### src/charger_defs.vh
// constants shared by the charger mode and thermistor control block
`ifndef CHARGER_DEFS_VH
`define CHARGER_DEFS_VH

// post-termination status hold: 20 s of the 10 MHz clock, sized to its counter
`define STATUS_HOLD_CYC   28'hBEBC200

// top-off stage: 45 minutes of the 10 MHz clock, sized to its counter
`define TOPOFF_CYC        36'h649534E00

// counter widths sized to hold the cycle counts above
`define STATUS_CNT_W      28
`define TOPOFF_CNT_W      36

// synchronised input vector layout
`define SYN_W             14
`define SYN_MODE_HIGH     0
`define SYN_MODE_LOW      1
`define SYN_ABOVE_ABSENT  2
`define SYN_ABOVE_COLD    3
`define SYN_ABOVE_COLD_H  4
`define SYN_BELOW_HOT     5
`define SYN_BELOW_HOT_H   6
`define SYN_BELOW_DIS     7
`define SYN_UNDERVOLTAGE_LOCKOUT_OK       8
`define SYN_OVP_TRIP      9
`define SYN_TERM_CURR     10
`define SYN_RECHARGE      11
`define SYN_PROG_SUPPLY   12
`define SYN_PROG_GND      13

// controller states, one-hot
`define ST_W              4
`define ST_OFF            4'h1
`define ST_CHARGE         4'h2
`define ST_TOPOFF         4'h4
`define ST_MONITOR        4'h8

`endif

### src/charger_mode_ntc_control.v
// control logic of a single-cell charger: mode decode, cycle states, status
//
// Functional notes
// RULE_01 - high mode level selects USB high power
// RULE_02 - mid mode level selects USB low power
// RULE_03 - low mode level selects adapter mode
// RULE_04 - host drives 0, 1, or floats mode
// RULE_05 - mode input idle when off, disabled, monitoring
// RULE_06 - monitor after termination or top-off expiry
// RULE_07 - recharge threshold in monitor restarts charging
// RULE_08 - auto recharge keeps status released, timer runs
// RULE_09 - disable then enable starts a new cycle
// RULE_10 - host holds disable one instruction cycle
// RULE_11 - forced cycle status held 20 s past termination
// RULE_12 - program pin at supply picks fixed timer
// RULE_13 - temperature fault: output off, timer frozen, flags
// RULE_14 - hysteresis on both temperature thresholds
// RULE_15 - back in range: resume timer, both flags
// RULE_16 - timer counts output on-time only
// RULE_17 - thermistor classified into ratio ranges
// RULE_18 - disable range: off, timer reset, status released
// RULE_19 - host may disable charger at any time
// RULE_20 - disabled: source flag still tracks supply validity
// RULE_21 - absent battery: no timer, regulate, status released
// RULE_22 - leaving absent range resets the timer
// RULE_23 - cold and hot faults handled identically
// RULE_24 - termination on current below tenth of fast
// RULE_25 - top-off lasts 45 minutes then monitor
// RULE_26 - all comparator inputs synchronised first
// RULE_27 - disable over absent over temperature fault
`timescale 1ns/1ns
`include "charger_defs.vh"
module charger_mode_ntc_control #(
    parameter [`STATUS_CNT_W-1:0] STATUS_HOLD_CYCLES = `STATUS_HOLD_CYC,
    parameter [`TOPOFF_CNT_W-1:0] TOPOFF_CYCLES      = `TOPOFF_CYC
) (
    input  wire clock_i,
    input  wire rst_i,
    input  wire mode_high_i,
    input  wire mode_low_i,
    input  wire ntc_above_absent_i,
    input  wire ntc_above_cold_i,
    input  wire ntc_above_cold_rel_i,
    input  wire ntc_below_hot_i,
    input  wire ntc_below_hot_rel_i,
    input  wire ntc_below_disable_i,
    input  wire supply_above_undervoltage_lockout_i,
    input  wire supply_above_ovp_i,
    input  wire term_current_low_i,
    input  wire battery_below_recharge_i,
    input  wire timer_program_at_supply_i,
    input  wire timer_program_grounded_i,
    output reg  mode_usb_high_o,
    output reg  mode_usb_low_o,
    output reg  mode_adapter_o,
    output reg  mode_input_active_o,
    output reg  charge_enable_o,
    output reg  timer_enable_o,
    output reg  timer_fixed_sel_o,
    output reg  timer_suspend_o,
    output reg  timer_reset_o,
    output reg  topoff_active_o,
    output reg  monitor_active_o,
    output reg  no_battery_o,
    output reg  source_present_flag_o,
    output reg  charge_status_flag_o
);

////////////////////////////////////////////////////////////////////////////////
// synchronise every comparator and level input before any decision
// a disable pulse that covers no rising clock edge is not seen

wire [`SYN_W-1:0] raw_in;
wire [`SYN_W-1:0] syn;

assign raw_in = {timer_program_grounded_i,
                 timer_program_at_supply_i,
                 battery_below_recharge_i,
                 term_current_low_i,
                 supply_above_ovp_i,
                 supply_above_undervoltage_lockout_i,
                 ntc_below_disable_i,
                 ntc_below_hot_rel_i,
                 ntc_below_hot_i,
                 ntc_above_cold_rel_i,
                 ntc_above_cold_i,
                 ntc_above_absent_i,
                 mode_low_i,
                 mode_high_i};

input_sync #(
    .WIDTH (`SYN_W)
) u_sync (
    .clock_i (clock_i),
    .rst_i   (rst_i),
    .async_i (raw_in), // RULE_26
    .sync_o  (syn)
);

wire range_disabled;
wire range_absent;
wire range_fault;
wire range_ok;

ntc_classifier u_ntc (
    .clock_i          (clock_i),
    .rst_i            (rst_i),
    .above_absent_i   (syn[`SYN_ABOVE_ABSENT]),
    .above_cold_i     (syn[`SYN_ABOVE_COLD]),
    .above_cold_h_i   (syn[`SYN_ABOVE_COLD_H]),
    .below_hot_i      (syn[`SYN_BELOW_HOT]),
    .below_hot_h_i    (syn[`SYN_BELOW_HOT_H]),
    .below_dis_i      (syn[`SYN_BELOW_DIS]),
    .range_disabled_o (range_disabled),
    .range_absent_o   (range_absent),
    .range_fault_o    (range_fault),
    // the ok range is implied by the other three
    .range_ok_o       ()
);

////////////////////////////////////////////////////////////////////////////////
// helpers

function [`TOPOFF_CNT_W-1:0] count_down;
    input [`TOPOFF_CNT_W-1:0] value;
    begin
        if (value == {`TOPOFF_CNT_W{1'b0}})
            count_down = value;
        else
            count_down = value - {{(`TOPOFF_CNT_W-1){1'b0}}, 1'b1};
    end
endfunction

wire source_ok;
wire timer_on;
wire term_s;
wire recharge_s;

assign source_ok  = syn[`SYN_UNDERVOLTAGE_LOCKOUT_OK] && !syn[`SYN_OVP_TRIP];
// a grounded program pin turns the timer off; absent battery does too
assign timer_on   = !syn[`SYN_PROG_GND] && !range_absent; // RULE_21
assign term_s     = syn[`SYN_TERM_CURR]; // RULE_24
assign recharge_s = syn[`SYN_RECHARGE];

////////////////////////////////////////////////////////////////////////////////
// cycle state machine
// leaving off always starts a forced cycle; only a recharge from
// monitor is automatic, and that one lights the status only on a temperature fault

reg [`ST_W-1:0]         state_reg;
reg [`ST_W-1:0]         state_next;
reg                     auto_reg;
reg                     auto_next;
reg [`TOPOFF_CNT_W-1:0] topoff_cnt_reg;
reg [`TOPOFF_CNT_W-1:0] topoff_cnt_next;
reg                     new_cycle;
reg                     terminated;
reg                     absent_prev_reg;

wire fault_active;
wire running;

assign running      = (state_reg == `ST_CHARGE) || (state_reg == `ST_TOPOFF);
assign fault_active = running && range_fault; // RULE_13 RULE_23

always @* begin
    state_next      = state_reg;
    auto_next       = auto_reg;
    topoff_cnt_next = topoff_cnt_reg;
    new_cycle       = 1'b0;
    terminated      = 1'b0;
    if (!source_ok || range_disabled) begin
        // disable is honoured from any state, three register stages late
        state_next = `ST_OFF; // RULE_18 RULE_19
    end else begin
        case (state_reg)
            `ST_OFF: begin
                // re-enable or fresh supply always starts a forced cycle
                state_next = `ST_CHARGE; // RULE_09
                auto_next  = 1'b0;
                new_cycle  = 1'b1;
            end
            `ST_CHARGE: begin
                if (term_s && !range_absent && !range_fault) begin
                    terminated = 1'b1;
                    if (timer_on) begin
                        state_next      = `ST_TOPOFF;
                        topoff_cnt_next = TOPOFF_CYCLES; // RULE_25
                    end else begin
                        state_next = `ST_MONITOR; // RULE_06
                    end
                end
            end
            `ST_TOPOFF: begin
                if (!timer_on && !range_absent) begin
                    state_next = `ST_MONITOR; // RULE_06
                end else if (!range_fault) begin
                    // a suspended output does not age the top-off stage
                    topoff_cnt_next = count_down(topoff_cnt_reg); // RULE_16
                    if (topoff_cnt_reg <= {{(`TOPOFF_CNT_W-1){1'b0}}, 1'b1})
                        state_next = `ST_MONITOR; // RULE_06 RULE_25
                end
            end
            `ST_MONITOR: begin
                if (recharge_s) begin
                    state_next = `ST_CHARGE; // RULE_07
                    auto_next  = 1'b1; // RULE_08
                    new_cycle  = 1'b1;
                end
            end
            default: begin
                state_next = `ST_OFF;
            end
        endcase
    end
end

always @(posedge clock_i or posedge rst_i) begin
    if (rst_i) begin
        state_reg       <= `ST_OFF;
        auto_reg        <= 1'b0;
        topoff_cnt_reg  <= {`TOPOFF_CNT_W{1'b0}};
        absent_prev_reg <= 1'b0;
    end else begin
        state_reg       <= state_next;
        auto_reg        <= auto_next;
        topoff_cnt_reg  <= topoff_cnt_next;
        absent_prev_reg <= range_absent;
    end
end

////////////////////////////////////////////////////////////////////////////////
// charging status with post-termination hold

reg                     status_reg;
reg [`STATUS_CNT_W-1:0] hold_cnt_reg;

// true while the post-termination hold is still counting
function hold_live;
    input [`STATUS_CNT_W-1:0] value;
    begin
        hold_live = (value != {`STATUS_CNT_W{1'b0}});
    end
endfunction

always @(posedge clock_i or posedge rst_i) begin
    if (rst_i) begin
        status_reg   <= 1'b0;
        hold_cnt_reg <= {`STATUS_CNT_W{1'b0}};
    end else if (state_next == `ST_OFF) begin
        status_reg   <= 1'b0; // RULE_18
        hold_cnt_reg <= {`STATUS_CNT_W{1'b0}};
    end else if (new_cycle) begin
        // automatic recharge clears the indication and its hold
        status_reg   <= !auto_next; // RULE_08 RULE_11
        hold_cnt_reg <= {`STATUS_CNT_W{1'b0}};
    end else if (terminated && status_reg) begin
        hold_cnt_reg <= STATUS_HOLD_CYCLES; // RULE_11
    end else if (hold_live(hold_cnt_reg)) begin
        hold_cnt_reg <= hold_cnt_reg - {{(`STATUS_CNT_W-1){1'b0}}, 1'b1};
        if (hold_cnt_reg == {{(`STATUS_CNT_W-1){1'b0}}, 1'b1})
            status_reg <= 1'b0; // RULE_11
    end
end

////////////////////////////////////////////////////////////////////////////////
// mode decode; level ignored and last mode kept while the input is idle

reg mode_active_next;

always @* begin
    // follows the registered state so it moves in step with the monitor flag
    mode_active_next = source_ok && !range_disabled && running; // RULE_05
end

always @(posedge clock_i or posedge rst_i) begin
    if (rst_i) begin
        // lowest current is the safe default
        mode_usb_high_o     <= 1'b0;
        mode_usb_low_o      <= 1'b1;
        mode_adapter_o      <= 1'b0;
        mode_input_active_o <= 1'b0;
    end else begin
        mode_input_active_o <= mode_active_next; // RULE_05
        if (mode_input_active_o) begin
            mode_usb_high_o <= syn[`SYN_MODE_HIGH]; // RULE_01
            mode_adapter_o  <= !syn[`SYN_MODE_HIGH]
                               && syn[`SYN_MODE_LOW]; // RULE_03
            mode_usb_low_o  <= !syn[`SYN_MODE_HIGH]
                               && !syn[`SYN_MODE_LOW]; // RULE_02
        end
    end
end

////////////////////////////////////////////////////////////////////////////////
// status and timer-reset decode

wire status_charging;
wire status_holding;
wire leave_absent;

// a forced cycle shows status while it charges, then for the hold after it ends
assign status_charging = status_reg && running && !range_absent && !range_disabled; // RULE_11
assign status_holding  = status_reg && hold_live(hold_cnt_reg) && !range_absent; // RULE_11
// reinstalling the battery restarts the stage timer from zero
assign leave_absent    = absent_prev_reg && !range_absent; // RULE_22

////////////////////////////////////////////////////////////////////////////////
// charger, timer and status outputs

always @(posedge clock_i or posedge rst_i) begin
    if (rst_i) begin
        charge_enable_o       <= 1'b0;
        timer_enable_o        <= 1'b0;
        timer_fixed_sel_o     <= 1'b0;
        timer_suspend_o       <= 1'b0;
        timer_reset_o         <= 1'b1;
        topoff_active_o       <= 1'b0;
        monitor_active_o      <= 1'b0;
        no_battery_o          <= 1'b0;
        source_present_flag_o <= 1'b0;
        charge_status_flag_o  <= 1'b0;
    end else begin
        // absent battery keeps regulating; a fault turns the output off
        charge_enable_o   <= running && !range_fault; // RULE_13 RULE_15 RULE_21
        timer_enable_o    <= timer_on; // RULE_21
        timer_fixed_sel_o <= syn[`SYN_PROG_SUPPLY]; // RULE_12
        timer_suspend_o   <= fault_active; // RULE_13 RULE_15 RULE_16
        timer_reset_o     <= (state_reg == `ST_OFF) // RULE_18
                             || new_cycle || terminated
                             || leave_absent; // RULE_22
        topoff_active_o   <= state_reg == `ST_TOPOFF;
        monitor_active_o  <= state_reg == `ST_MONITOR;
        no_battery_o      <= range_absent;
        // supply validity shows even while disabled
        source_present_flag_o <= source_ok && !fault_active; // RULE_13 RULE_15 RULE_20 RULE_21
        charge_status_flag_o  <= fault_active || status_charging
                                 || status_holding; // RULE_11 RULE_13 RULE_21
    end
end

endmodule

### src/input_sync.v
// two-flop synchroniser for a vector of comparator and level inputs
`timescale 1ns/1ns
module input_sync #(
    parameter WIDTH = 1
) (
    input  wire             clock_i,
    input  wire             rst_i,
    input  wire [WIDTH-1:0] async_i,
    output reg  [WIDTH-1:0] sync_o
);

reg [WIDTH-1:0] meta_reg;

// first stage is read only by the second
always @(posedge clock_i or posedge rst_i) begin
    if (rst_i) begin
        meta_reg <= {WIDTH{1'b0}};
        sync_o   <= {WIDTH{1'b0}};
    end else begin
        meta_reg <= async_i;
        sync_o   <= meta_reg;
    end
end

endmodule

### src/ntc_classifier.v
// thermistor range classifier with fault hysteresis and range priority
`timescale 1ns/1ns
module ntc_classifier (
    input  wire clock_i,
    input  wire rst_i,
    input  wire above_absent_i,
    input  wire above_cold_i,
    input  wire above_cold_h_i,
    input  wire below_hot_i,
    input  wire below_hot_h_i,
    input  wire below_dis_i,
    output reg  range_disabled_o,
    output reg  range_absent_o,
    output reg  range_fault_o,
    output reg  range_ok_o
);

reg cold_fault_reg;
reg hot_fault_reg;

////////////////////////////////////////////////////////////////////////////////
// hysteresis: enter past the threshold, leave only past the release level
always @(posedge clock_i or posedge rst_i) begin
    if (rst_i) begin
        cold_fault_reg <= 1'b0;
        hot_fault_reg  <= 1'b0;
    end else if (above_absent_i || below_dis_i) begin
        // no fault is kept outside the temperature ranges, so none lingers on re-entry
        cold_fault_reg <= 1'b0;
        hot_fault_reg  <= 1'b0;
    end else begin
        if (above_cold_i)
            cold_fault_reg <= 1'b1; // RULE_14
        else if (!above_cold_h_i)
            cold_fault_reg <= 1'b0; // RULE_14
        if (below_hot_i)
            hot_fault_reg <= 1'b1; // RULE_14
        else if (!below_hot_h_i)
            hot_fault_reg <= 1'b0; // RULE_14
    end
end

////////////////////////////////////////////////////////////////////////////////
// disable beats absent battery, which beats either temperature fault
always @(posedge clock_i or posedge rst_i) begin
    if (rst_i) begin
        range_disabled_o <= 1'b1;
        range_absent_o   <= 1'b0;
        range_fault_o    <= 1'b0;
        range_ok_o       <= 1'b0;
    end else begin
        range_disabled_o <= below_dis_i; // RULE_17 RULE_27
        range_absent_o   <= !below_dis_i && above_absent_i; // RULE_17 RULE_27
        // cold and hot are merged so either network orientation behaves alike
        range_fault_o    <= !below_dis_i && !above_absent_i
                            && (cold_fault_reg || hot_fault_reg); // RULE_23 RULE_27
        range_ok_o       <= !below_dis_i && !above_absent_i
                            && !cold_fault_reg && !hot_fault_reg; // RULE_17
    end
end

endmodule
### config.mk
export PLATFORM = sky130hd
export DESIGN_NAME = charger_mode_ntc_control
export DESIGN_NICKNAME = d
export VERILOG_FILES = /design/src/charger_mode_ntc_control.v /design/src/input_sync.v /design/src/ntc_classifier.v
export VERILOG_INCLUDE_DIRS = /design/src
export SDC_FILE = /design/constraint.sdc
export NUM_CORES = 1
export LEC_CHECK = 0
export ABC_AREA = 1
export BUFFER_PORTS_ARGS = -buffer_cell sky130_fd_sc_hd__clkbuf_2
export CAP_MARGIN = 20
export CORE_ASPECT_RATIO = 0.7
export CORE_MARGIN = 5
export CORE_UTILIZATION = 55
export CTS_BUF_LIST = sky130_fd_sc_hd__clkbuf_8
export CTS_CLUSTER_DIAMETER = 50
export CTS_CLUSTER_SIZE = 14
export DETAILED_ROUTE_END_ITERATION = 10
export HOLD_SLACK_MARGIN = 0.05
export PLACE_DENSITY = 0.82
export SLEW_MARGIN = 5
export SYNTH_ARGS = -nofsm -noshare
export SYNTH_HDL_FRONTEND = slang
export SYNTH_SLANG_ARGS = --single-unit
### constraint.sdc
create_clock -name clock_i -period 9.8 [get_ports clock_i]
set_input_delay 0.98 -clock clock_i [delete_from_list [all_inputs] [get_ports clock_i]]
set_output_delay 0.98 -clock clock_i [all_outputs]
set_load 0.05 [all_outputs]
; ---- Word level (Yosys, flattened, before mapping)
; Cells that the tools add are included.
[word_totals]
ram_bits = 0
latchBits = 0
input_bits = 16
word_cells = 134
rom_bits = 0
n_memories = 0
ff_bits = 117
output_inout_bits = 14
[classes]
multipliers = 0
n_eq_ne = 14
add_sub_neg = 2
magnitude_cmp = 1
div = 0
reduce_logical = 52
n_bitwise = 1
shifts = 0
muxes = 38
[ops]
columns = operator, count
row1 = $mux 36, 5
row2 = $mux 28, 4
row3 = $pmux 36 s2, 1
row4 = $le 36x1->1 const B, 1
row5 = $logic_not 36->1, 1
row6 = $sub 36x1->36 const B, 1
row7 = $eq 28x1->1 const B, 1
row8 = $mux 4, 7
row9 = $reduce_bool 28->1, 1
row10 = $sub 28x1->28 const B, 1
row11 = $logic_and 1x1->1, 22
row12 = $mux 1, 18
row13 = $pmux 4 s4, 1
row14 = $logic_not 1->1, 13
row15 = $logic_or 1x1->1, 9
row16 = $eq 4x1->1 const B, 2
row17 = $ne 2x2->1 const B, 4
row18 = $reduce_and 7->1, 1
row19 = $ne 3x2->1 const B, 2
row20 = $reduce_bool 3->1, 2
row21 = $eq 4x2->1 const B, 1
row22 = $eq 4x3->1 const B, 1
row23 = $eq 4x4->1 const B, 1
row24 = $pmux 1 s2, 2
row25 = 6 further kinds, 6

; ---- Logic depth before layout (Yosys ltp)
; Gate-level depths: netlist of the first run.
[logic_depth]
ltp_word = 10
mapped_depth = 12

; ---- By module
; Synthesis of the first run repeated with hierarchy kept, for this count alone.
[unflattened]
hier_cells = 698
hier_area_um2 = 5846.9
[by_module_without_submodules]
columns = module, cells_per_inst, area_per_inst_um2, n_inst
row1 = charger_mode_ntc_control, 646, 4918.5, 1
row2 = input_sync, 29, 704.4, 1
row3 = ntc_classifier, 23, 224.0, 1

; ---- Worst setup path before layout of the first run
; No wires, ideal clock.
[synth_path]
kind = register -> register
start = reg topoff_cnt_reg[0]
end = reg topoff_cnt_reg[30]
arrival_ns = 1.695
synth_period_minus_slack_ns = 1.815
required_ns = 9.680
setup_ns = 0.120
path_slack_ns = 7.985
stages_incl_launch_ff = 9
cell_sequence = dfrtp_1 > inv_1 > ha_1 > nand2_1 > nor3_1 > nand4_1 > xnor2_1 > o21ai_0 > nand2_1
[synth_between]
elab_chain_cells = 5
word_cells_on_any_way = 8
cone_classes = add/sub: 1 / eq/ne: 1 / mux: 4 / reduce/logical: 2
[synth_lines]
columns = item, line
row1 = start: declaration, charger_mode_ntc_control.v:154  ; reg [`TOPOFF_CNT_W-1:0] topoff_cnt_reg;
row2 = start signal: assignment, charger_mode_ntc_control.v:222  ; topoff_cnt_reg <= {`TOPOFF_CNT_W{1'b0}};
row3 = start signal: assignment, charger_mode_ntc_control.v:227  ; topoff_cnt_reg <= topoff_cnt_next;
row4 = $sub 36x1->36, charger_mode_ntc_control.v:130  ; count_down = value - {{(`TOPOFF_CNT_W-1){1'b0}}, 1'b1};
row5 = $mux 36, charger_mode_ntc_control.v:127  ; if (value == {`TOPOFF_CNT_W{1'b0}})
row6 = $mux 36, charger_mode_ntc_control.v:197  ; end else if (!range_fault) begin
row7 = $mux 36, charger_mode_ntc_control.v:195  ; if (!timer_on && !range_absent) begin
row8 = $pmux 36 s2, charger_mode_ntc_control.v:176  ; case (state_reg)
; Parallel ways exist; a longest one is shown, timed or not. The select of a mux whose other input is x is not followed.
; A chain may end at the register's enable or synchronous reset.

; ---- Worst setup path in the final report of the first run
[layout_path]
start = reg state_reg[1]
end = reg topoff_cnt_reg[3]
[layout_between]
elab_chain_cells = 3
word_cells_on_any_way = 10
cone_classes = eq/ne: 7 / mux: 1 / reduce/logical: 2
[layout_lines]
columns = item, line
row1 = start: declaration, charger_mode_ntc_control.v:150  ; reg [`ST_W-1:0] state_reg;
row2 = start signal: assignment, charger_mode_ntc_control.v:220  ; state_reg <= `ST_OFF;
row3 = start signal: assignment, charger_mode_ntc_control.v:225  ; state_reg <= state_next;
row4 = $eq 4x3->1 or $eq 4x2->1 (tied branches), -
row5 = "$ne 2x2->1 (no line), or another cell as far along", -
row6 = $reduce_and 7->1 (no line), -
; Parallel ways exist; a longest one is shown, timed or not.

==> impl_metrics.env, run 1 <==
export IMPL_synth_area_leaders="dfrtp_1 (47%), nand2_1 (12%), nor2_1 (9.4%), nand3_1 (4.3%), inv_1 (4.1%)"
export IMPL_slowest_stage="nand3_2"
export IMPL_cts_tree="yes"
export IMPL_synth_enable_flop_cells=0
export IMPL_num_rows=31
export IMPL_antenna_found_initial=0
export IMPL_worst_setup_path_type="flip-flop to flip-flop"
export IMPL_final_layout_size_suffix_gt1_frac=0.118
export IMPL_synth_top_area_frac=0.466
export IMPL_dp_cells=920
export IMPL_reg2regPathDepth=10
export IMPL_track_usage=0.223
export IMPL_grt_start_max_net_pins=67
export IMPL_crit_chain="nor2_2 -> nand3_2 -> nand2_2 -> nand2_2 -> nor2_2 -> nand2_1 -> nand2_4 -> inv_2 -> nand2_1 -> o21ai_2"
export IMPL_htreeDepth=4
export IMPL_holdCritPathClass="flip-flop to flip-flop"
export IMPL_relSlewSlack=0.455
export IMPL_area_delta_synth_final_pct=11.1
export IMPL_powerDensity_mw_per_mm2=190
export IMPL_vdd_drop_max_uv=127
export IMPL_cts_resized_gates=0
export IMPL_clk_latency_ns=0.45
export IMPL_total_leakage_power_nw=3.69
export IMPL_syn_inst=756
export IMPL_num_antenna_cells=0
export IMPL_hold_viol_final=0
export IMPL_ys_seq_area_frac=0.484
export IMPL_drt_iter0_markers=575
export IMPL_synth_seq_cells=116
export IMPL_crit_fanout=43
export IMPL_required_ns=10.11
export IMPL_slowest_delay_ns=0.44
export IMPL_cp_arrival_ns=3.02
export IMPL_stdcell_count=952
export IMPL_cts_hold_buf=0
export IMPL_port_buffers=29
export IMPL_root_buffer="clkbuf_8"
export IMPL_fin_setup_tns_ns=0
export IMPL_period_share=0.276
export IMPL_synth_main_ff_cell="dfrtp_1"
export IMPL_max_freq_mhz=370
export IMPL_tightest_slew_ns=0.817
export IMPL_rsz0062_at_grt="no"
export IMPL_whs_ns=0.352
export IMPL_fillers=878
export IMPL_skew_ns=0.0159
export IMPL_grt_pass1_wl_um=23600
export IMPL_netlist_area_mm2=0.00601
export IMPL_drv_cap=0
export IMPL_vias=5128
export IMPL_critPathLaunchType="flip-flop"
export IMPL_worst_path_stages=10
export IMPL_ios=30
export IMPL_ys_warn_count=0
export IMPL_status="complete, no violations"
export IMPL_post_place_ws_ns=7.10
export IMPL_core_region_area_mm2=0.0105
export IMPL_post_dp_cell_area_mm2=0.00624
export IMPL_first_global_vias=4859
export IMPL_cp_end_kind="flip-flop"
export IMPL_path_clk_slew_ns=0.08
export IMPL_yosys_cell_types_count=45
export IMPL_cts_buffers=17
export IMPL_die_area_mm2=0.0132
export IMPL_clock_sinks=116
export IMPL_largest_reg_flops=36
export IMPL_hold_depth=0
export IMPL_grt_overflow_total=0
export IMPL_drt_pass1_iter_count=5
export IMPL_via_per_inst=5.39
export IMPL_period_needed_ns=2.70
export IMPL_ant_nets=0
export IMPL_drc_errors=0
export IMPL_fin_nets=812
export IMPL_post_cts_buffers=0
export IMPL_syn_avg_cell_area_um2=7.95
export IMPL_power_total_mw=1.27
export IMPL_die_w_um=135
export IMPL_place_gp_congestion=1.01
export IMPL_finish_instance_area_mm2=0.00668
export IMPL_ys_async_sr_fraction=1.00
export IMPL_fin_ws_ns=7.10
export IMPL_yosysTopAreaCell="dfrtp_1"
export IMPL_routedWlPerCell_um=14.5
export IMPL_finalSetupViolations=0
export IMPL_path_buf_inv=1
export IMPL_hpwl_um=9960
export IMPL_final_core_util=0.635
export IMPL_dieHeight_um=97.5
export IMPL_critical_path_top_delay_family="simple AND/OR/NAND/NOR gates"
export IMPL_initial_core_util=0.572
export IMPL_synth_nets=777
export IMPL_clock_path_buffers=2
export IMPL_drv_slew=0
export IMPL_finalWirelength_um=13800
==> path summary, 6_finish.rpt <==
path / startpoint / endpoint / slack [ns]
worst max register to register: state_reg[1] / topoff_cnt_reg[3] / 7.10
worst min register to register: u_sync.meta_reg[0] / u_sync.sync_o[0] / 0.35
worst min-delay path: u_sync.meta_reg[0] / u_sync.sync_o[0] / 0.35
worst max-delay path: state_reg[1] / topoff_cnt_reg[3] / 7.10
max in group asynchronous: rst_i / u_sync.meta_reg[0] / 7.93
min in group asynchronous: rst_i / u_ntc.hot_fault_reg / 0.61
==> final cells by class <==
cell class | instances | area (µm²) | area share
clock inverters | 15 | 203 | 0.0303
flip-flops and latches | 116 | 2910 | 0.435
multi-input cells | 554 | 2720 | 0.408
inverters | 72 | 273 | 0.0408
repair buffers | 30 | 153 | 0.0229
well taps | 148 | 185 | 0.0277
clock buffers | 17 | 234 | 0.0350
==> placed cells by master, fill, tap and decap left out, types with 5 or more instances in the layout <==
cell / netlist / final
nand2_2: 5 / 5
a21oi_1: 10 / 10
dfrtp_1: 112 / 112
o21ai_1: 6 / 6
inv_2: 7 / 7
clkbuf_8: 0 / 17
clkbuf_2: 0 / 29
xor2_1: 26 / 26
nand2_1: 186 / 186
xnor2_1: 16 / 16
nor2_1: 150 / 150
nand3_1: 52 / 52
ha_1: 5 / 5
o21ai_0: 24 / 24
inv_1: 65 / 65
nand4_1: 20 / 20
nor3_1: 15 / 15
==> Yosys cell counts (all sizes together), types with 10 or more instances <==
cell,instances
inv,72
nand3,53
xor2,26
buf,11
dfrtp,112
nand4,22
nand2,192
xnor2,16
nor3,18
o21ai,32
a21oi,10
nor2,156
==> report_power, final <==
part	switching [mW]	internal [mW]
Combinational	0.175	0.0933
Clock	0.210	0.279
Sequential	0.0142	0.497
Total	0.399	0.869
==> cell families after synthesis <==
| logic type | share of synthesized area |
|---|---|
| buf+inv | 0.0629 |
| compound gates | 0.0535 |
| flops | 0.484 |
| simple gates | 0.328 |
| xor+xnor | 0.0612 |
| fa+ha+maj | 0.0104 |
==> metal layers <==
layer  track usage  wire [µm]  vias to the layer above
met4        0.0705        211                        0
met2         0.301       5730                      224
li1              -          -                     2487
met5             0          0                        -
met3        0.0663       1350                       24
met1         0.341       6510                     2393
Note: power is estimated with default switching activity, not from simulation.
==> run 2, diff against run 1 <==
clock period = 2.66 ns   (was 9.8 ns; I/O delays follow)
==> run 2 against run 1 <==
  * Critical path depth is 2 lower
  * Hold slack lost 0.0045 ns
  * Die area is the same
  * Sequential power rose to 3.7 times the previous value
  * Largest power group unchanged
  * Utilization increased by 1.9 points
  * Critical path type unchanged
  * Non-clock buffer count rose by 19
==> impl_metrics.env, run 2 (synthesized netlist as in run 1, its figures left out) <==
export IMPL_hpwl_um=9860
export IMPL_clk_latency_ns=0.44
export IMPL_root_buffer="clkbuf_8"
export IMPL_place_gp_congestion=1.01
export IMPL_stdcell_count=971
export IMPL_drt_pass1_iter_count=5
export IMPL_finalWirelength_um=14400
export IMPL_grt_busiest_layer="met1"
export IMPL_critPathLaunchType="flip-flop"
export IMPL_grtUsageMet1=0.359
export IMPL_holdCritPathClass="flip-flop to flip-flop"
export IMPL_final_core_util=0.654
export IMPL_vias=5276
export IMPL_drv_slew=0
export IMPL_dp_cells=924
export IMPL_core_region_area_mm2=0.0105
export IMPL_drt_iter0_markers=497
export IMPL_grt_pass1_wl_um=24100
export IMPL_required_ns=2.99
export IMPL_num_antenna_cells=0
export IMPL_htreeDepth=4
export IMPL_cts_buffers=17
export IMPL_p_switching_mw=1.48
export IMPL_max_freq_mhz=440
export IMPL_vdd_drop_max_uv=839
export IMPL_rsz0062_at_grt="no"
export IMPL_cp_arrival_ns=2.60
export IMPL_sw_frac_of_total=0.314
export IMPL_first_global_vias=4846
export IMPL_skew_ns=0.0135
export IMPL_die_w_um=135
export IMPL_crit_fanout=6
export IMPL_mostFrequentLayoutCells="nand2_1 (186), nor2_1 (150), dfrtp_1 (112), inv_1 (65), nand3_1 (52)"
export IMPL_port_buffers=29
export IMPL_drc_errors=0
export IMPL_fin_setup_tns_ns=0
export IMPL_status="complete, no violations"
export IMPL_drv_cap=0
export IMPL_tightest_slew_ns=0.628
export IMPL_post_cts_buffers=0
export IMPL_final_layout_size_suffix_gt1_frac=0.120
export IMPL_finalSetupViolations=0
export IMPL_grtUsageMet2=0.299
export IMPL_fin_nets=831
export IMPL_grt_start_max_net_pins=117
export IMPL_p_int_mw=3.23
export IMPL_track_usage=0.229
export IMPL_clkPwrFrac=0.384
export IMPL_relSlewSlack=0.578
export IMPL_initial_core_util=0.572
export IMPL_path_clk_slew_ns=0.07
export IMPL_via_per_inst=5.43
export IMPL_antenna_found_initial=0
export IMPL_ant_nets=0
export IMPL_cts_resized_gates=0
export IMPL_worst_setup_path_type="flip-flop to flip-flop"
export IMPL_clock_sinks=116
export IMPL_total_leakage_power_nw=3.77
export IMPL_cp_end_kind="flip-flop"
export IMPL_cts_hold_buf=15
export IMPL_clock_path_buffers=2
export IMPL_period_share=0.854
export IMPL_ios=30
export IMPL_hold_viol_final=0
export IMPL_layout_commonest_cell="nand2_1"
export IMPL_largest_reg_flops=36
export IMPL_die_area_mm2=0.0132
export IMPL_use_met3=0.0657
export IMPL_cts_tree="yes"
export IMPL_powerDensity_mw_per_mm2=684
export IMPL_period_needed_ns=2.27
export IMPL_routedWlPerCell_um=14.8
export IMPL_pwr_share_seq=0.400
export IMPL_dieHeight_um=97.5
export IMPL_num_rows=31
export IMPL_area_delta_synth_final_pct=14.4
export IMPL_grt_overflow_total=0
export IMPL_combPwrFrac=0.216
==> run 2: layer usage <==
metal | routed length, µm | vias up
li1 | - | 2510
met3 | 1330 | 27
met5 | 0 | -
met1 | 6890 | 2505
met4 | 208 | 0
met2 | 5960 | 234
==> run 2: layout make-up <==
type	count	area, µm²
Fill cell	844	3630
Sequential cell	116	2910
Multi-Input combinational cell	554	2720
Timing Repair Buffer	49	345
Inverter	72	274
Clock buffer	17	234
Clock inverter	15	206
Tap cell	148	185
==> run 2: worst max-delay path, cell delays in order (launching register included) <==
cell and delay [ns]:
dfrtp_1 0.45, inv_1 0.16, ha_1 0.29, nand2_1 0.16, nor3_1 0.52, nand4_1 0.22, xnor2_1 0.17, o21ai_0 0.14
nand2_1 0.06
==> run 2: worst paths after layout <==
| path | start | end | slack [ns] | cells past startpoint |
|---|---|---|---|---|
| worst max register to register | topoff_cnt_reg[0] | topoff_cnt_reg[30] | 0.39 | 8 |
| min in group asynchronous | rst_i | topoff_cnt_reg[35] | 0.53 | 4 |
| worst max-delay path | topoff_cnt_reg[0] | topoff_cnt_reg[30] | 0.39 | 8 |
| worst min-delay path | u_sync.meta_reg[2] | u_sync.sync_o[2] | 0.35 | 0 |
| worst min register to register | u_sync.meta_reg[2] | u_sync.sync_o[2] | 0.35 | 0 |
| max in group asynchronous | rst_i | topoff_cnt_reg[20] | 1.64 | 4 |
==> run 2: stage by stage <==
stage | setup slack (ns) | hold slack (ns) | power (mW) | area, µm²
final | 0.387 | 0.348 | 4.71 | 6880
after floorplan | 0.845 | 0.297 | 2.66 | 6010
after global placement | 0.553 | 0.332 | 2.87 | 6290
after detailed placement | 0.437 | 0.336 | 2.89 | 6290
after CTS | 0.418 | 0.353 | 4.71 | 6880
after global routing | 0.251 | 0.360 | 4.93 | 6880
==> run 2: power by group through the flow <==
stage               combinational, mW  sequential (mW)  clock [mW]
floorplan                       0.733             1.93           0
global placement                0.958             1.91           0
detailed placement              0.972             1.91           0
CTS                             0.998             1.88        1.83
global route                     1.13             1.89        1.90
finish                           1.02             1.88        1.81
==> run 3, diff against run 2 <==
ABC_AREA = not set   (was 1)
CORE_ASPECT_RATIO = not set   (was 0.7)
==> run 3 against run 2 <==
  * Sequential power shrank 3%
  * Count of clock-buffer cells in the layout grew 1
  * Cell count shrank 21%
  * Critical path type unchanged
  * Via count shrank 8.8%
  * Flip-flop and latch count is the same
  * Utilization grew 2.1 points
  * Largest cell class unchanged
  * Sequential share of layout area grew 1.6 points
==> impl_metrics.env, run 3 <==
export IMPL_status="complete, no violations"
export IMPL_stdcell_count=768
export IMPL_area_delta_synth_final_pct=18.8
export IMPL_vdd_drop_max_uv=637
export IMPL_post_dp_cell_area_mm2=0.00605
export IMPL_drt_iter0_markers=400
export IMPL_root_buffer="clkbuf_8"
export IMPL_drv_slew=0
export IMPL_syn_inst=553
export IMPL_cts_buffers=17
export IMPL_cp_arrival_ns=2.91
export IMPL_clk_latency_ns=0.43
export IMPL_grt_start_max_net_pins=66
export IMPL_finish_instance_area_mm2=0.00663
export IMPL_required_ns=3.02
export IMPL_die_area_mm2=0.0123
export IMPL_track_usage=0.225
export IMPL_yosysMostFrequentCell="dfrtp_1"
export IMPL_final_layout_size_suffix_gt1_frac=0.200
export IMPL_period_needed_ns=2.55
export IMPL_ios=30
export IMPL_syn_avg_cell_area_um2=10.1
export IMPL_synth_enable_flop_cells=0
export IMPL_drc_errors=0
export IMPL_synth_area_leaders="dfrtp_1 (50%), nor2_1 (3.0%), mux2i_1 (2.7%), nor4_1 (2.7%), or3_1 (2.7%)"
export IMPL_num_rows=36
export IMPL_critPathLaunchType="flip-flop"
export IMPL_largest_reg_flops=36
export IMPL_grt_pass1_wl_um=22600
export IMPL_synth_nets=574
export IMPL_crit_fanout=8
export IMPL_ys_async_sr_fraction=1.00
export IMPL_post_place_ws_ns=0.110
export IMPL_fin_ws_ns=0.113
export IMPL_drt_pass1_iter_count=5
export IMPL_via_per_inst=6.27
export IMPL_relSlewSlack=0.393
export IMPL_synthTopCellsByCount="dfrtp_1 (112), nor2_1 (45), nand2_1 (30), a21oi_1 (29)"
export IMPL_vias=4813
export IMPL_fin_nets=643
export IMPL_yosysTopAreaCell="dfrtp_1"
export IMPL_period_share=0.957
export IMPL_synth_seq_cells=116
export IMPL_total_leakage_power_nw=3.14
export IMPL_worst_setup_path_type="flip-flop to flip-flop"
export IMPL_tightest_slew_ns=0.899
export IMPL_ys_warn_count=0
export IMPL_cp_end_kind="flip-flop"
export IMPL_clock_path_buffers=2
export IMPL_initial_core_util=0.568
export IMPL_die_w_um=111
export IMPL_grt_overflow_total=0
export IMPL_yosys_cell_types_count=63
export IMPL_core_region_area_mm2=0.00982
export IMPL_hold_viol_final=0
export IMPL_antenna_found_initial=0
export IMPL_layout_commonest_cell="dfrtp_1"
export IMPL_htreeDepth=4
export IMPL_num_antenna_cells=0
export IMPL_port_buffers=29
export IMPL_powerDensity_mw_per_mm2=570
export IMPL_synth_top_area_frac=0.502
export IMPL_power_total_mw=3.78
export IMPL_netlist_area_mm2=0.00558
export IMPL_skew_ns=0.0120
export IMPL_mostFrequentLayoutCells="dfrtp_1 (111), nor2_1 (45), nand2_1 (30)"
export IMPL_clock_sinks=116
export IMPL_max_freq_mhz=393
export IMPL_dieHeight_um=111
export IMPL_routedWlPerCell_um=17.6
export IMPL_ant_nets=0
export IMPL_dp_cells=719
export IMPL_path_clk_slew_ns=0.08
export IMPL_place_gp_congestion=0.895
export IMPL_cts_tree="yes"
export IMPL_holdCritPathClass="flip-flop to flip-flop"
export IMPL_ys_seq_area_frac=0.521
export IMPL_synth_main_ff_cell="dfrtp_1"
export IMPL_fillers=723
export IMPL_finalSetupViolations=0
export IMPL_finalWirelength_um=13500
export IMPL_drv_cap=0
export IMPL_hpwl_um=8710
export IMPL_first_global_vias=4649
## run 3: cell types whose count changed after synthesis, moves of 18 or more
| cell | previous run | this run |
|---|---|---|
| a21oi_1 | 10 | 29 |
| clkbuf_1 | 3 | 21 |
| inv_1 | 65 | 14 |
| nand2_1 | 186 | 30 |
| nand3_1 | 52 | 17 |
| nor2_1 | 150 | 45 |
| nor4_1 | 2 | 24 |
| or3_1 | 0 | 24 |
| or4_1 | 0 | 18 |
| xor2_1 | 26 | 3 |
## run 3: kinds of logic after synthesis
| family | share of synthesized area |
|---|---|
| AO/OA/AOI/OAI | 0.118 |
| XOR/XNOR | 0.0141 |
| adder cells (fa/ha/maj) | 0.0112 |
| buffers and inverters | 0.0309 |
| flip-flops | 0.521 |
| multiplexers | 0.0309 |
| AND/OR/NAND/NOR | 0.274 |
## run 3: per-layer routing
metal | part of all wire | global-route usage
met5 | 0 | 0
met4 | 0.020 | 0.0805
met3 | 0.051 | 0.0475
met2 | 0.51 | 0.368
met1 | 0.42 | 0.297
## run 3: worst max-delay path: stages (launching register included)
cell,delay [ns]
dfrtp_1,0.44
or4_1,0.53
or3_4,0.47
or3_4,0.42
or4_1,0.47
a21oi_1,0.15
## run 3: worst paths after layout
| check | startpoint | end | slack, ns | cells past startpoint |
|---|---|---|---|---|
| setup reg to reg | topoff_cnt_reg[4] | topoff_cnt_reg[23] | 0.11 | 5 |
| hold reg to reg | u_sync.meta_reg[0] | u_sync.sync_o[0] | 0.35 | 0 |
| hold / removal | u_sync.meta_reg[0] | u_sync.sync_o[0] | 0.35 | 0 |
| setup / recovery | topoff_cnt_reg[4] | topoff_cnt_reg[23] | 0.11 | 5 |
| max in group asynchronous | rst_i | topoff_cnt_reg[0] | 1.61 | 4 |
| min in group asynchronous | rst_i | timer_fixed_sel_o | 0.47 | 4 |
## run 3: final cells by class
cell class	count	area, µm²	share of cell area
sequential	116	2910	0.439
multi-input combinational	396	2510	0.378
timing repair buffer	76	573	0.0865
clock buffer	18	248	0.0374
tap	133	166	0.0251
clock inverter	14	163	0.0245
inverter	15	60.1	0.00906
## run 3: per-stage QoR
| stage | hold WS, ns | util | TNS, ns |
|---|---|---|---|
| 6_report | 0.351 | 0.675 | 0 |
| 2_1_floorplan | 0.297 | - | 0 |
| 4_1_cts | 0.352 | 0.673 | 0 |
| 5_1_grt | 0.363 | 0.675 | -0.0128 |
| 3_3_place_gp | 0.333 | 0.616 | 0 |
| 3_5_place_dp | 0.335 | 0.616 | 0 |
## run 3: timing repair
action,4_1_cts,5_1_grt
setup endpoints to repair,0,1
endpoints found under the hold margin,75,0
setup buffers,0,2
gates resized for setup,0,3
hold buffers,15,0
## run 3: power breakdown
part           internal, mW  switching, mW  total, mW
sequential             1.80         0.0242       1.82
clock                 0.885          0.805       1.69
combinational         0.101          0.165      0.266
total                  2.79          0.993       3.78
